--- src/flow_wake_params.svh ---
// constants for the host flow control and wake-up control block
// assumes inclusion by bare name from the top module and the bench
`ifndef FLOW_WAKE_PARAMS_SVH
`define FLOW_WAKE_PARAMS_SVH

// --------------------------------------------------------------
// register byte offsets on the wishbone slave
// --------------------------------------------------------------
`define REG_CTRL 8'h00
`define REG_THRESHOLD 8'h04
`define REG_GOOD_COUNT 8'h08
`define REG_HOP 8'h0c
`define REG_IDLE_INIT 8'h10
`define REG_INIT_DUR 8'h14
`define REG_SLEEP_TO 8'h18
`define REG_SLEEP_INT 8'h1c
`define REG_STATUS 8'h20

// --------------------------------------------------------------
// control field positions
// --------------------------------------------------------------
`define CTRL_SOFT_FLOW 0
`define CTRL_FORCE_INIT 1
`define CTRL_SLEEP_SEL 2

// --------------------------------------------------------------
// serial command codes of the parameters held here
// --------------------------------------------------------------
`define CMD_FORCE_INIT 8'h0d
`define CMD_SOFT_FLOW 8'h07
`define CMD_THRESHOLD 8'h24
`define CMD_GOOD_COUNT 8'h10
`define CMD_HOP 8'h11
`define CMD_IDLE_INIT 8'h03
`define CMD_INIT_DUR 8'h0c

// --------------------------------------------------------------
// flow characters, limits and reset values
// --------------------------------------------------------------
`define XON_CHAR 8'h11
`define XOFF_CHAR 8'h13
`define FLOW_MARGIN 8'h11
`define RX_OUT_BUF_SIZE 8'hff
`define THRESHOLD_MAX (`RX_OUT_BUF_SIZE - `FLOW_MARGIN)
`define HOP_MAX 3'h6
`define HOP_RESET 3'h0
`define IDLE_INIT_RESET 16'hffff
`define IDLE_INIT_OFF 16'hffff
`define INIT_DUR_RESET 8'h01
`define SLEEP_TO_RESET 16'h0014
`define SLEEP_INT_RESET 8'h00
`define COUNT_MAX 16'hffff

// --------------------------------------------------------------
// timing: clock rate and times in their own units
// --------------------------------------------------------------
`define CLK_KHZ 50000
`define TICK_MS 100
`define DETECT_MS 35
`define LISTEN_MS 70
`define TICK_CYCLES (`TICK_MS * `CLK_KHZ)
`define DETECT_CYCLES (`DETECT_MS * `CLK_KHZ)
`define LISTEN_CYCLES (`LISTEN_MS * `CLK_KHZ)

`endif

--- src/flow_wake_pkg.sv ---
// types shared by the flow control and wake-up control block
// uses no macros from the params header, so needs no include path
package flow_wake_pkg;

  // --------------------------------------------------------------
  // carriers
  // --------------------------------------------------------------
  typedef struct packed {
    logic valid;
    logic [7:0] data;
  } byte_stream_t;

  typedef struct packed {
    logic cyc;
    logic stb;
    logic we;
    logic [7:0] adr;
    logic [3:0] sel;
    logic [31:0] dat;
  } wb_req_t;

  // --------------------------------------------------------------
  // receiver sleep states
  // --------------------------------------------------------------
  typedef enum logic [1:0] {
    RX_AWAKE,
    RX_SLEEPING,
    RX_LISTENING
  } sleep_state_t;

  // --------------------------------------------------------------
  // whole state of the control block
  // --------------------------------------------------------------
  typedef struct packed {
    logic ack;
    logic [31:0] rdata;
    logic soft_flow_enable;
    logic init_pending;
    logic sleep_select;
    logic [7:0] flow_threshold;
    logic [15:0] good_packet_count;
    logic [2:0] hop_channel;
    logic [15:0] idle_before_initializer;
    logic [7:0] initializer_duration;
    logic [15:0] sleep_inactivity_timeout;
    logic [7:0] sleep_interval;
    logic xoff_sent;
    logic flow_req;
    logic [7:0] flow_char;
    logic [23:0] tick_cnt;
    logic [15:0] idle_ticks;
    logic sending_init;
    logic [8:0] init_ticks;
    sleep_state_t rx_state;
    logic [7:0] nap_ticks;
    logic [23:0] detect_cnt;
    logic [23:0] listen_cnt;
  } ctrl_state_t;

endpackage : flow_wake_pkg

--- src/byte_fifo.sv ---
// small synchronous fifo with valid/ready on both sides
// assumes one clock and a synchronous active-high reset
`timescale 1ns/100ps
module byte_fifo #(
  parameter int WIDTH = 8,
  parameter int DEPTH = 4,
  parameter int AW = $clog2(DEPTH)
) (
  // clock and reset
  input wire logic clk_i,
  input wire logic rst_i,
  // filling side
  input wire logic in_valid_i,
  input wire logic [WIDTH-1:0] in_data_i,
  output logic in_ready_o,
  // draining side
  output logic out_valid_o,
  output logic [WIDTH-1:0] out_data_o,
  input wire logic out_ready_i,
  // fill level
  output logic [AW:0] count_o
);

  typedef struct packed {
    logic [DEPTH-1:0][WIDTH-1:0] mem;
    logic [AW-1:0] rd;
    logic [AW-1:0] wr;
    logic [AW:0] count;
  } fifo_state_t;

  fifo_state_t s;
  fifo_state_t next_s;
  logic push;
  logic pop;

  // handshakes straight from the fill count
  assign in_ready_o = (s.count != (AW+1)'(DEPTH));
  assign out_valid_o = (s.count != '0);
  assign out_data_o = s.mem[s.rd];
  assign count_o = s.count;
  assign push = in_valid_i & in_ready_o;
  assign pop = out_valid_o & out_ready_i;

  // pointer wrap assumes a power-of-two depth
  always_comb begin
    next_s = s;
    if (push) begin
      next_s.mem[s.wr] = in_data_i;
      next_s.wr = s.wr + 1'b1;
    end
    if (pop) begin
      next_s.rd = s.rd + 1'b1;
    end
    if (push && !pop) begin
      next_s.count = s.count + 1'b1;
    end else if (pop && !push) begin
      next_s.count = s.count - 1'b1;
    end
  end

  // state register
  always_ff @(posedge clk_i) begin
    if (rst_i) begin
      s <= '0;
    end else begin
      s <= next_s;
    end
  end

endmodule : byte_fifo

--- src/host_flow_and_wakeup_control.sv ---
// serial flow control, good packet count, hop channel and wake-up
// initializer timing of the radio module, with a wishbone slave
// assumes serial and radio strobes come from logic on clk_i
//
// Behaviour
// [RULE1] force command makes the next transmission carry an initializer
// [RULE2] clear-to-send tells the host when it may send serial bytes
// [RULE3] software flow setting is 0 off or 1 on, reset 0
// [RULE4] software flow uses 0x11 to resume and 0x13 to stop
// [RULE5] fill reaching threshold drops clear-to-send or sends stop char
// [RULE6] threshold accepts zero to buffer size minus 0x11, its default
// [RULE7] good packet count is readable, writable and cleared by reset
// [RULE8] good packet count saturates at maximum until written or reset
// [RULE9] hop channel 0 to 6, default 0; only same-channel peers count
// [RULE10] idle time in 100 ms units reached arms a long initializer
// [RULE11] idle setting defaults to 0xffff which disables long initializer
// [RULE12] configurer should match idle setting to receivers sleep timeout
// [RULE13] sleeping receiver wakes each interval and stays up on detection
// [RULE14] initializer lasts longer than the cyclic sleep interval
// [RULE15] good packet count is command 0x10, two bytes, default zero
// [RULE16] idle setting is command 0x03, range 0 to 0xffff, two bytes
// [RULE17] receiver stays awake only after about 35 ms of initializer
// [RULE18] flow is released once fill drops below the threshold
`timescale 1ns/100ps
`include "flow_wake_params.svh"
module host_flow_and_wakeup_control #(
  parameter int TICK_CYCLES = `TICK_CYCLES,
  parameter int DETECT_CYCLES = `DETECT_CYCLES,
  parameter int LISTEN_CYCLES = `LISTEN_CYCLES
) (
  // clock and reset
  input wire logic clk_i,
  input wire logic rst_i,
  // wishbone slave
  input wire flow_wake_pkg::wb_req_t wb_req_i,
  output logic [31:0] wb_dat_o,
  output logic wb_ack_o,
  // serial input from the host receiver
  input wire flow_wake_pkg::byte_stream_t serial_input_i,
  output logic serial_input_ready_o,
  output logic clear_to_send_pin_o,
  // flow characters toward the host transmitter
  output flow_wake_pkg::byte_stream_t flow_char_o,
  input wire logic flow_char_ready_i,
  // buffered data toward the radio
  output flow_wake_pkg::byte_stream_t radio_data_o,
  input wire logic radio_data_ready_i,
  // radio transmit side
  input wire logic tx_start_i,
  input wire logic tx_active_i,
  output logic initializer_send_o,
  // radio receive side
  input wire logic rx_activity_i,
  input wire logic rx_good_i,
  input wire logic [2:0] rx_channel_i,
  input wire logic initializer_detect_i,
  output logic rx_accept_o,
  output logic [2:0] hop_channel_o,
  output logic radio_awake_o
);

  import flow_wake_pkg::*;

  // ----------------------------------------------------------------
  // helpers
  // ----------------------------------------------------------------
  // byte-lane merge of a 16-bit field
  function automatic logic [15:0] merge16(input logic [15:0] old,
                                          input logic [31:0] wdat,
                                          input logic [3:0] sel);
    logic [15:0] r;
    r = old;
    if (sel[0]) begin
      r[7:0] = wdat[7:0];
    end
    if (sel[1]) begin
      r[15:8] = wdat[15:8];
    end
    return r;
  endfunction : merge16

  // saturating increment of a 16-bit count
  function automatic logic [15:0] sat_inc(input logic [15:0] v);
    return (v == `COUNT_MAX) ? v : v + 16'h0001;
  endfunction : sat_inc

  // ----------------------------------------------------------------
  // state and fifo
  // ----------------------------------------------------------------
  ctrl_state_t s;
  ctrl_state_t next_s;
  logic [2:0] fill;
  logic fifo_out_valid;
  logic [7:0] fifo_out_data;
  logic over;
  logic take;
  logic wr;
  logic tick;
  logic activity;
  logic long_due;
  logic [8:0] init_len;
  logic [15:0] wval;

  // four-byte buffer between host serial input and the radio
  byte_fifo #(
    .WIDTH(8),
    .DEPTH(4)
  ) u_fifo (
    .clk_i(clk_i),
    .rst_i(rst_i),
    .in_valid_i(serial_input_i.valid),
    .in_data_i(serial_input_i.data),
    .in_ready_o(serial_input_ready_o),
    .out_valid_o(fifo_out_valid),
    .out_data_o(fifo_out_data),
    .out_ready_i(radio_data_ready_i),
    .count_o(fill)
  );

  // ----------------------------------------------------------------
  // combinational terms
  // ----------------------------------------------------------------
  assign over = ({5'h00, fill} >= s.flow_threshold); // [RULE5]
  assign take = wb_req_i.cyc & wb_req_i.stb & ~s.ack;
  assign wr = take & wb_req_i.we;
  assign tick = (s.tick_cnt == 24'(TICK_CYCLES - 1));

  // a wake-up counts as activity so sleep timing restarts
  assign activity = tx_active_i | rx_activity_i | s.sending_init
                    | (s.rx_state != RX_AWAKE);
  assign long_due = (s.idle_before_initializer != `IDLE_INIT_OFF) &&
                    (s.idle_ticks >= s.idle_before_initializer); // [RULE11]

  // initializer always one tick past the sleep interval at least
  assign init_len = ({1'b0, s.initializer_duration} > {1'b0, s.sleep_interval})
                    ? {1'b0, s.initializer_duration}
                    : {1'b0, s.sleep_interval} + 9'h001; // [RULE14]
  assign wval = merge16(16'h0000, wb_req_i.dat, wb_req_i.sel);

  // ----------------------------------------------------------------
  // outputs
  // ----------------------------------------------------------------
  assign wb_dat_o = s.rdata;
  assign wb_ack_o = s.ack;
  // in software mode the pin stays open and characters do the work
  assign clear_to_send_pin_o = s.soft_flow_enable | ~over; // [RULE2]
  assign flow_char_o.valid = s.flow_req;
  assign flow_char_o.data = s.flow_char;
  assign radio_data_o.valid = fifo_out_valid;
  assign radio_data_o.data = fifo_out_data;
  assign initializer_send_o = s.sending_init;
  assign rx_accept_o = (rx_channel_i == s.hop_channel); // [RULE9]
  assign hop_channel_o = s.hop_channel;
  assign radio_awake_o = (s.rx_state != RX_SLEEPING);

  // ----------------------------------------------------------------
  // next state
  // ----------------------------------------------------------------
  always_comb begin
    next_s = s;
    // bus answer: one wait state, dropped the cycle after
    next_s.ack = take;
    if (take) begin
      next_s.rdata = 32'h0000_0000;
      unique case (wb_req_i.adr)
        `REG_CTRL: begin
          next_s.rdata[`CTRL_SOFT_FLOW] = s.soft_flow_enable;
          next_s.rdata[`CTRL_FORCE_INIT] = s.init_pending;
          next_s.rdata[`CTRL_SLEEP_SEL] = s.sleep_select;
        end
        `REG_THRESHOLD: next_s.rdata[7:0] = s.flow_threshold;
        `REG_GOOD_COUNT: next_s.rdata[15:0] = s.good_packet_count; // [RULE15]
        `REG_HOP: next_s.rdata[2:0] = s.hop_channel;
        `REG_IDLE_INIT: next_s.rdata[15:0] = s.idle_before_initializer;
        `REG_INIT_DUR: next_s.rdata[7:0] = s.initializer_duration;
        `REG_SLEEP_TO: next_s.rdata[15:0] = s.sleep_inactivity_timeout;
        `REG_SLEEP_INT: next_s.rdata[7:0] = s.sleep_interval;
        `REG_STATUS: begin
          next_s.rdata[0] = clear_to_send_pin_o;
          next_s.rdata[1] = s.xoff_sent;
          next_s.rdata[2] = s.sending_init;
          next_s.rdata[3] = radio_awake_o;
          next_s.rdata[6:4] = fill;
          next_s.rdata[9:8] = s.rx_state;
        end
        default: next_s.rdata = 32'h0000_0000;
      endcase
    end

    // good packet count from matching peers only
    if (rx_good_i && rx_accept_o) begin
      next_s.good_packet_count = sat_inc(s.good_packet_count); // [RULE8]
    end

    // 100 ms prescaler and idle timer
    next_s.tick_cnt = tick ? 24'h000000 : s.tick_cnt + 24'h000001;
    if (activity) begin
      next_s.idle_ticks = 16'h0000;
    end else if (tick) begin
      next_s.idle_ticks = sat_inc(s.idle_ticks); // [RULE10]
    end

    // long initializer: armed by idle time or force, spent at tx start
    if (s.sending_init) begin
      if (tick) begin
        next_s.init_ticks = s.init_ticks + 9'h001;
      end
      if (s.init_ticks >= init_len) begin
        next_s.sending_init = 1'b0; // [RULE14]
      end
    end else if (tx_start_i && (s.init_pending || long_due)) begin
      next_s.sending_init = 1'b1; // [RULE10]
      next_s.init_ticks = 9'h000;
      next_s.init_pending = 1'b0;
    end

    // software flow: stop once at threshold, resume once below
    if (s.flow_req) begin
      if (flow_char_ready_i) begin
        next_s.flow_req = 1'b0;
      end
    end else if (over && s.soft_flow_enable && !s.xoff_sent) begin
      next_s.flow_req = 1'b1;
      next_s.flow_char = `XOFF_CHAR; // [RULE4]
      next_s.xoff_sent = 1'b1; // [RULE5]
    end else if (!over && s.xoff_sent) begin
      next_s.flow_req = 1'b1;
      next_s.flow_char = `XON_CHAR; // [RULE4]
      next_s.xoff_sent = 1'b0; // [RULE18]
    end

    // receiver cyclic sleep
    unique case (s.rx_state)
      RX_AWAKE: begin
        if (s.sleep_select &&
            s.idle_ticks >= s.sleep_inactivity_timeout) begin
          next_s.rx_state = RX_SLEEPING;
          next_s.nap_ticks = 8'h00;
        end
      end
      RX_SLEEPING: begin
        if (tick) begin
          next_s.nap_ticks = s.nap_ticks + 8'h01;
        end
        if (s.nap_ticks >= s.sleep_interval) begin
          next_s.rx_state = RX_LISTENING; // [RULE13]
          next_s.detect_cnt = 24'h000000;
          next_s.listen_cnt = 24'h000000;
        end
      end
      RX_LISTENING: begin
        next_s.listen_cnt = s.listen_cnt + 24'h000001;
        next_s.detect_cnt = initializer_detect_i
                            ? s.detect_cnt + 24'h000001 : 24'h000000;
        // this cycle included
        if (next_s.detect_cnt >= 24'(DETECT_CYCLES)) begin
          next_s.rx_state = RX_AWAKE; // [RULE17]
        end else if (s.listen_cnt >= 24'(LISTEN_CYCLES - 1)) begin
          next_s.rx_state = RX_SLEEPING;
          next_s.nap_ticks = 8'h00;
        end
      end
    endcase
    if (!s.sleep_select) begin
      next_s.rx_state = RX_AWAKE;
    end

    // register writes at the edge the answer rises
    if (wr) begin
      unique case (wb_req_i.adr)
        `REG_CTRL: begin
          if (wb_req_i.sel[0]) begin
            next_s.soft_flow_enable = wb_req_i.dat[`CTRL_SOFT_FLOW]; // [RULE3]
            next_s.sleep_select = wb_req_i.dat[`CTRL_SLEEP_SEL];
            // set wins over a same-cycle clear by tx start
            if (wb_req_i.dat[`CTRL_FORCE_INIT]) begin
              next_s.init_pending = 1'b1; // [RULE1]
            end
          end
        end
        `REG_THRESHOLD: begin
          // out-of-range values are dropped, old value kept
          if (wb_req_i.sel[0] && wb_req_i.dat[7:0] <= `THRESHOLD_MAX) begin
            next_s.flow_threshold = wb_req_i.dat[7:0]; // [RULE6]
          end
        end
        `REG_GOOD_COUNT: begin
          next_s.good_packet_count = merge16(s.good_packet_count,
                                             wb_req_i.dat,
                                             wb_req_i.sel); // [RULE7]
        end
        `REG_HOP: begin
          if (wb_req_i.sel[0] && wb_req_i.dat[7:0] <= {5'h00, `HOP_MAX}) begin
            next_s.hop_channel = wb_req_i.dat[2:0]; // [RULE9]
          end
        end
        `REG_IDLE_INIT: begin
          next_s.idle_before_initializer = merge16(s.idle_before_initializer,
                                                   wb_req_i.dat,
                                                   wb_req_i.sel); // [RULE16]
        end
        `REG_INIT_DUR: begin
          if (wb_req_i.sel[0]) begin
            next_s.initializer_duration = wval[7:0];
          end
        end
        `REG_SLEEP_TO: begin
          next_s.sleep_inactivity_timeout = merge16(
            s.sleep_inactivity_timeout, wb_req_i.dat, wb_req_i.sel);
        end
        `REG_SLEEP_INT: begin
          if (wb_req_i.sel[0]) begin
            next_s.sleep_interval = wval[7:0];
          end
        end
        default: next_s.ack = take;
      endcase
    end
  end

  // ----------------------------------------------------------------
  // state register, reset values here
  // ----------------------------------------------------------------
  always_ff @(posedge clk_i) begin
    if (rst_i) begin
      s <= '0;
      s.flow_threshold <= `THRESHOLD_MAX; // [RULE6]
      s.good_packet_count <= 16'h0000; // [RULE7]
      s.hop_channel <= `HOP_RESET;
      s.idle_before_initializer <= `IDLE_INIT_RESET; // [RULE11]
      s.initializer_duration <= `INIT_DUR_RESET;
      s.sleep_inactivity_timeout <= `SLEEP_TO_RESET;
      s.sleep_interval <= `SLEEP_INT_RESET;
      s.rx_state <= RX_AWAKE;
    end else begin
      s <= next_s;
    end
  end

endmodule : host_flow_and_wakeup_control

--- config.mk ---
export PLATFORM = sky130hd
export DESIGN_NAME = host_flow_and_wakeup_control
export DESIGN_NICKNAME = d
export VERILOG_FILES = /design/src/flow_wake_pkg.sv /design/src/byte_fifo.sv /design/src/host_flow_and_wakeup_control.sv
export VERILOG_INCLUDE_DIRS = /design/src
export SDC_FILE = /design/constraint.sdc
export NUM_CORES = 1
export LEC_CHECK = 0
export BUFFER_PORTS_ARGS = -buffer_cell sky130_fd_sc_hd__buf_2
export CAP_MARGIN = 30
export CORE_UTILIZATION = 50
export DETAILED_ROUTE_END_ITERATION = 10
export PLACE_DENSITY = 0.69
export RECOVER_POWER = 50
export SYNTH_ARGS = -nofsm -noshare
export SYNTH_HDL_FRONTEND = slang
export SYNTH_SLANG_ARGS = --single-unit
--- constraint.sdc ---
create_clock -name clk_i -period 5.6 [get_ports clk_i]
set_input_delay 1.68 -clock clk_i [delete_from_list [all_inputs] [get_ports clk_i]]
set_output_delay 1.68 -clock clk_i [all_outputs]
set_load 0.005 [all_outputs]
==> impl_metrics.env <==
export IMPL_grt_usage=0.253
export IMPL_syn_area_per_cell_um2=7.95
export IMPL_critPathKind="input pin to flop"
export IMPL_core_area_um2=27100
export IMPL_die_x_um=169
export IMPL_vias_per_cell=5.78
export IMPL_hold_class="flop to flop"
export IMPL_crit_start="rst_i"
export IMPL_yosys_most_used_dff="dfxtp_1"
export IMPL_end_kind="flop"
export IMPL_gr_total_overflow=0
export IMPL_tritoncts="done"
export IMPL_cts_root_buf="clkbuf_16"
export IMPL_yosys_cell_types_count=79
export IMPL_clkTransAtPathRegs_ns=0.06
export IMPL_slowest_delay_ns=1.13
export IMPL_num_io_pins=127
export IMPL_rsz0062_at_grt="no"
export IMPL_maxSlewViolCount=129
export IMPL_fin_crit_ns=4.66
export IMPL_final_common_cell="dfxtp_1"
export IMPL_cts_sinks=245
export IMPL_nFillCells=2455
export IMPL_grt_pass1_vias=11700
export IMPL_drive_gt1_frac=0.0930
export IMPL_violations="max-capacitance violations, max-slew violations"
export IMPL_most_common_layout_cells="dfxtp_1 (245), nand2_1 (218), nor2_1 (186), a21oi_1 (128), nand3_1 (102)"
export IMPL_final_setup_worst_slack_ns=0.945
export IMPL_crit_required_ns=5.99
export IMPL_finalHoldViolCount=0
export IMPL_cp_num_buf_inv=3
export IMPL_area_growth_pct=10.4
export IMPL_start_util=0.513
export IMPL_period_share=0.831
export IMPL_seq_area_frac_synth=0.353
export IMPL_cts_max_level=1
export IMPL_wl_per_cell_um=16.6
export IMPL_drt_iter0_drc=1118
export IMPL_drv_cap=3
export IMPL_p_leak_nw=5.89
export IMPL_grt_max_degree=57
export IMPL_syn_inst=1748
export IMPL_setup_viol=0
export IMPL_dp_hpwl_um=25600
export IMPL_async_flop_share=0
export IMPL_timing_rr_start="s[119]$_SDFFE_PP0P_"
export IMPL_cts_buffers=29
export IMPL_dieArea_um2=28500
export IMPL_chipHeight_um=169
export IMPL_wirelength_um=35900
export IMPL_cts_resized=0
export IMPL_ir_drop_mv=0.239
export IMPL_dpl_cell_count=2102
export IMPL_grt_pass1_wl_um=59200
export IMPL_ys_warn_count=0
export IMPL_layout_nets=1908
export IMPL_hold_buffers=0
export IMPL_dr_pass1_iters=6
export IMPL_place_congestion=0.887
export IMPL_port_buffers=87
export IMPL_tightest_slew_ns=2.40
export IMPL_worst_path_max_delay_cell="clkbuf_1"
export IMPL_clk_path_buf_depth=3
export IMPL_antenna_left=0
export IMPL_clock_latency_ns=0.56
export IMPL_num_rows=60
export IMPL_synth_ff_latch_count=245
export IMPL_powerDensity_nw_per_um2=286
export IMPL_dpl_cell_area_um2=14300
export IMPL_dpl_worst_slack_ns=1.36
export IMPL_arrival_ns=5.04
export IMPL_cp_top_family="buffers and inverters"
export IMPL_min_from="u_fifo.s[23]$_SDFFE_PP0P_"
export IMPL_cpMostUsedCell="clkbuf_1"
export IMPL_critical_path_max_fanout=32
export IMPL_finalNonFillerCells=2157
export IMPL_vias=12500
export IMPL_critPathLaunchType="input pin"
export IMPL_synth_area_um2=13900
export IMPL_tns_ns=0
export IMPL_clock_skew_ns=0.0235
export IMPL_antenna_cells=0
export IMPL_postCtsSetupBuffers=0
export IMPL_slew_headroom=-0.603
export IMPL_synth_edf_count=0
export IMPL_crit_chain="clkbuf_1, clkbuf_1, o21bai_1, clkbuf_1, nor2_1"
export IMPL_drc_errors=0
export IMPL_final_area_um2=15300
export IMPL_status="finished with violations"
export IMPL_max_freq_mhz=215
export IMPL_grt_antenna_before_repair=0
## metal layers
layer,routed length (um),up-vias,global-route usage
li1,-,6174,-
met3,2240,56,0.0302
met1,16300,5844,0.346
met2,16400,402,0.414
met4,846,0,0.0818
met5,0,-,0
## cells by family (layout without fill, tap and decap cells)
kind of cell    Yosys count  after routing  share of synthesized area
fa+ha+maj                78             78                     0.0708
compound gates          340            340                      0.157
xor+xnor                 78             78                     0.0492
simple gates            751            751                      0.262
buf+inv                 217            234                     0.0731
mux                      38             38                     0.0347
other cells               1             21                   0.000270
flops                   245            245                      0.353
## sequential cells by signal, indices dropped and copies added, names as in the netlist
signal	cells
u_fifo.s	36
u_fifo.count_o	3
wb_ack_o	1
wb_dat_o	16
hop_channel_o	3
flow_char_o	3
initializer_send_o	1
s	182
## final cells by class
type | count | area [um^2] | share of cell area
multi-input cells | 1306 | 8050 | 0.525
flip-flops and latches | 245 | 4900 | 0.320
clock buffers | 35 | 798 | 0.0521
repair buffers | 101 | 500 | 0.0326
well taps | 372 | 465 | 0.0303
clock inverters | 19 | 319 | 0.0208
inverters | 79 | 297 | 0.0193
## report_power, final
group | leakage [nW] | total (mW) | switching (mW) | internal, mW
registers | 1.98 | 1.85 | 0.0660 | 1.79
clock network | 0.555 | 2.17 | 0.778 | 1.39
logic | 3.36 | 0.364 | 0.217 | 0.147
total | 5.89 | 4.38 | 1.06 | 3.32
## synth_stat cells, types with 11 or more instances
library cell | count | share of area
o21ai_0 | 63 | 0.023
a21o_1 | 14 | 0.0076
nor2_1 | 187 | 0.051
buf_4 | 48 | 0.026
nand2_1 | 218 | 0.059
a22oi_1 | 12 | 0.0065
nand3_1 | 102 | 0.037
a21oi_1 | 128 | 0.046
xor2_1 | 36 | 0.023
inv_1 | 79 | 0.021
nor4_1 | 18 | 0.0081
nand2b_1 | 13 | 0.0059
or3_1 | 21 | 0.0095
nand4_1 | 34 | 0.015
a31oi_1 | 11 | 0.0050
xnor2_1 | 42 | 0.026
clkbuf_1 | 73 | 0.020
a222oi_1 | 15 | 0.011
ha_1 | 77 | 0.069
mux2i_1 | 29 | 0.021
a211oi_1 | 18 | 0.0097
nor3_1 | 40 | 0.014
and3_1 | 36 | 0.016
dfxtp_1 | 245 | 0.35
nand3b_1 | 16 | 0.0086
## worst register-to-register path: cells and delay by family, from the launching register on
family,cells,cell delay (ns)
AO/OA/AOI/OAI,12,2.01
adder cells (fa/ha/maj),2,0.56
buffers and inverters,1,0.13
flip-flops,1,0.38
AND/OR/NAND/NOR,6,0.64
## metrics by stage
step | hold WS, ns | power (mW) | utilization
4_1_cts | 0.456 | 4.42 | 0.567
2_1_floorplan | 0.430 | 2.15 | -
6_report | 0.453 | 4.38 | 0.566
5_1_grt | 0.476 | 4.54 | 0.566
3_3_place_gp | 0.439 | 2.25 | 0.525
3_5_place_dp | 0.443 | 2.26 | 0.526
## worst paths after layout
kind | depth (start not counted) | slack, ns | to
max reg2reg | 21 | 1.77 | initializer_send_o$_SDFF_PP0_
max | 5 | 0.94 | s[11]$_SDFFE_PP0P_
min | 2 | 0.45 | u_fifo.s[23]$_SDFFE_PP0P_
min reg2reg | 2 | 0.45 | u_fifo.s[23]$_SDFFE_PP0P_
Note: power is estimated with default switching activity, not from simulation.
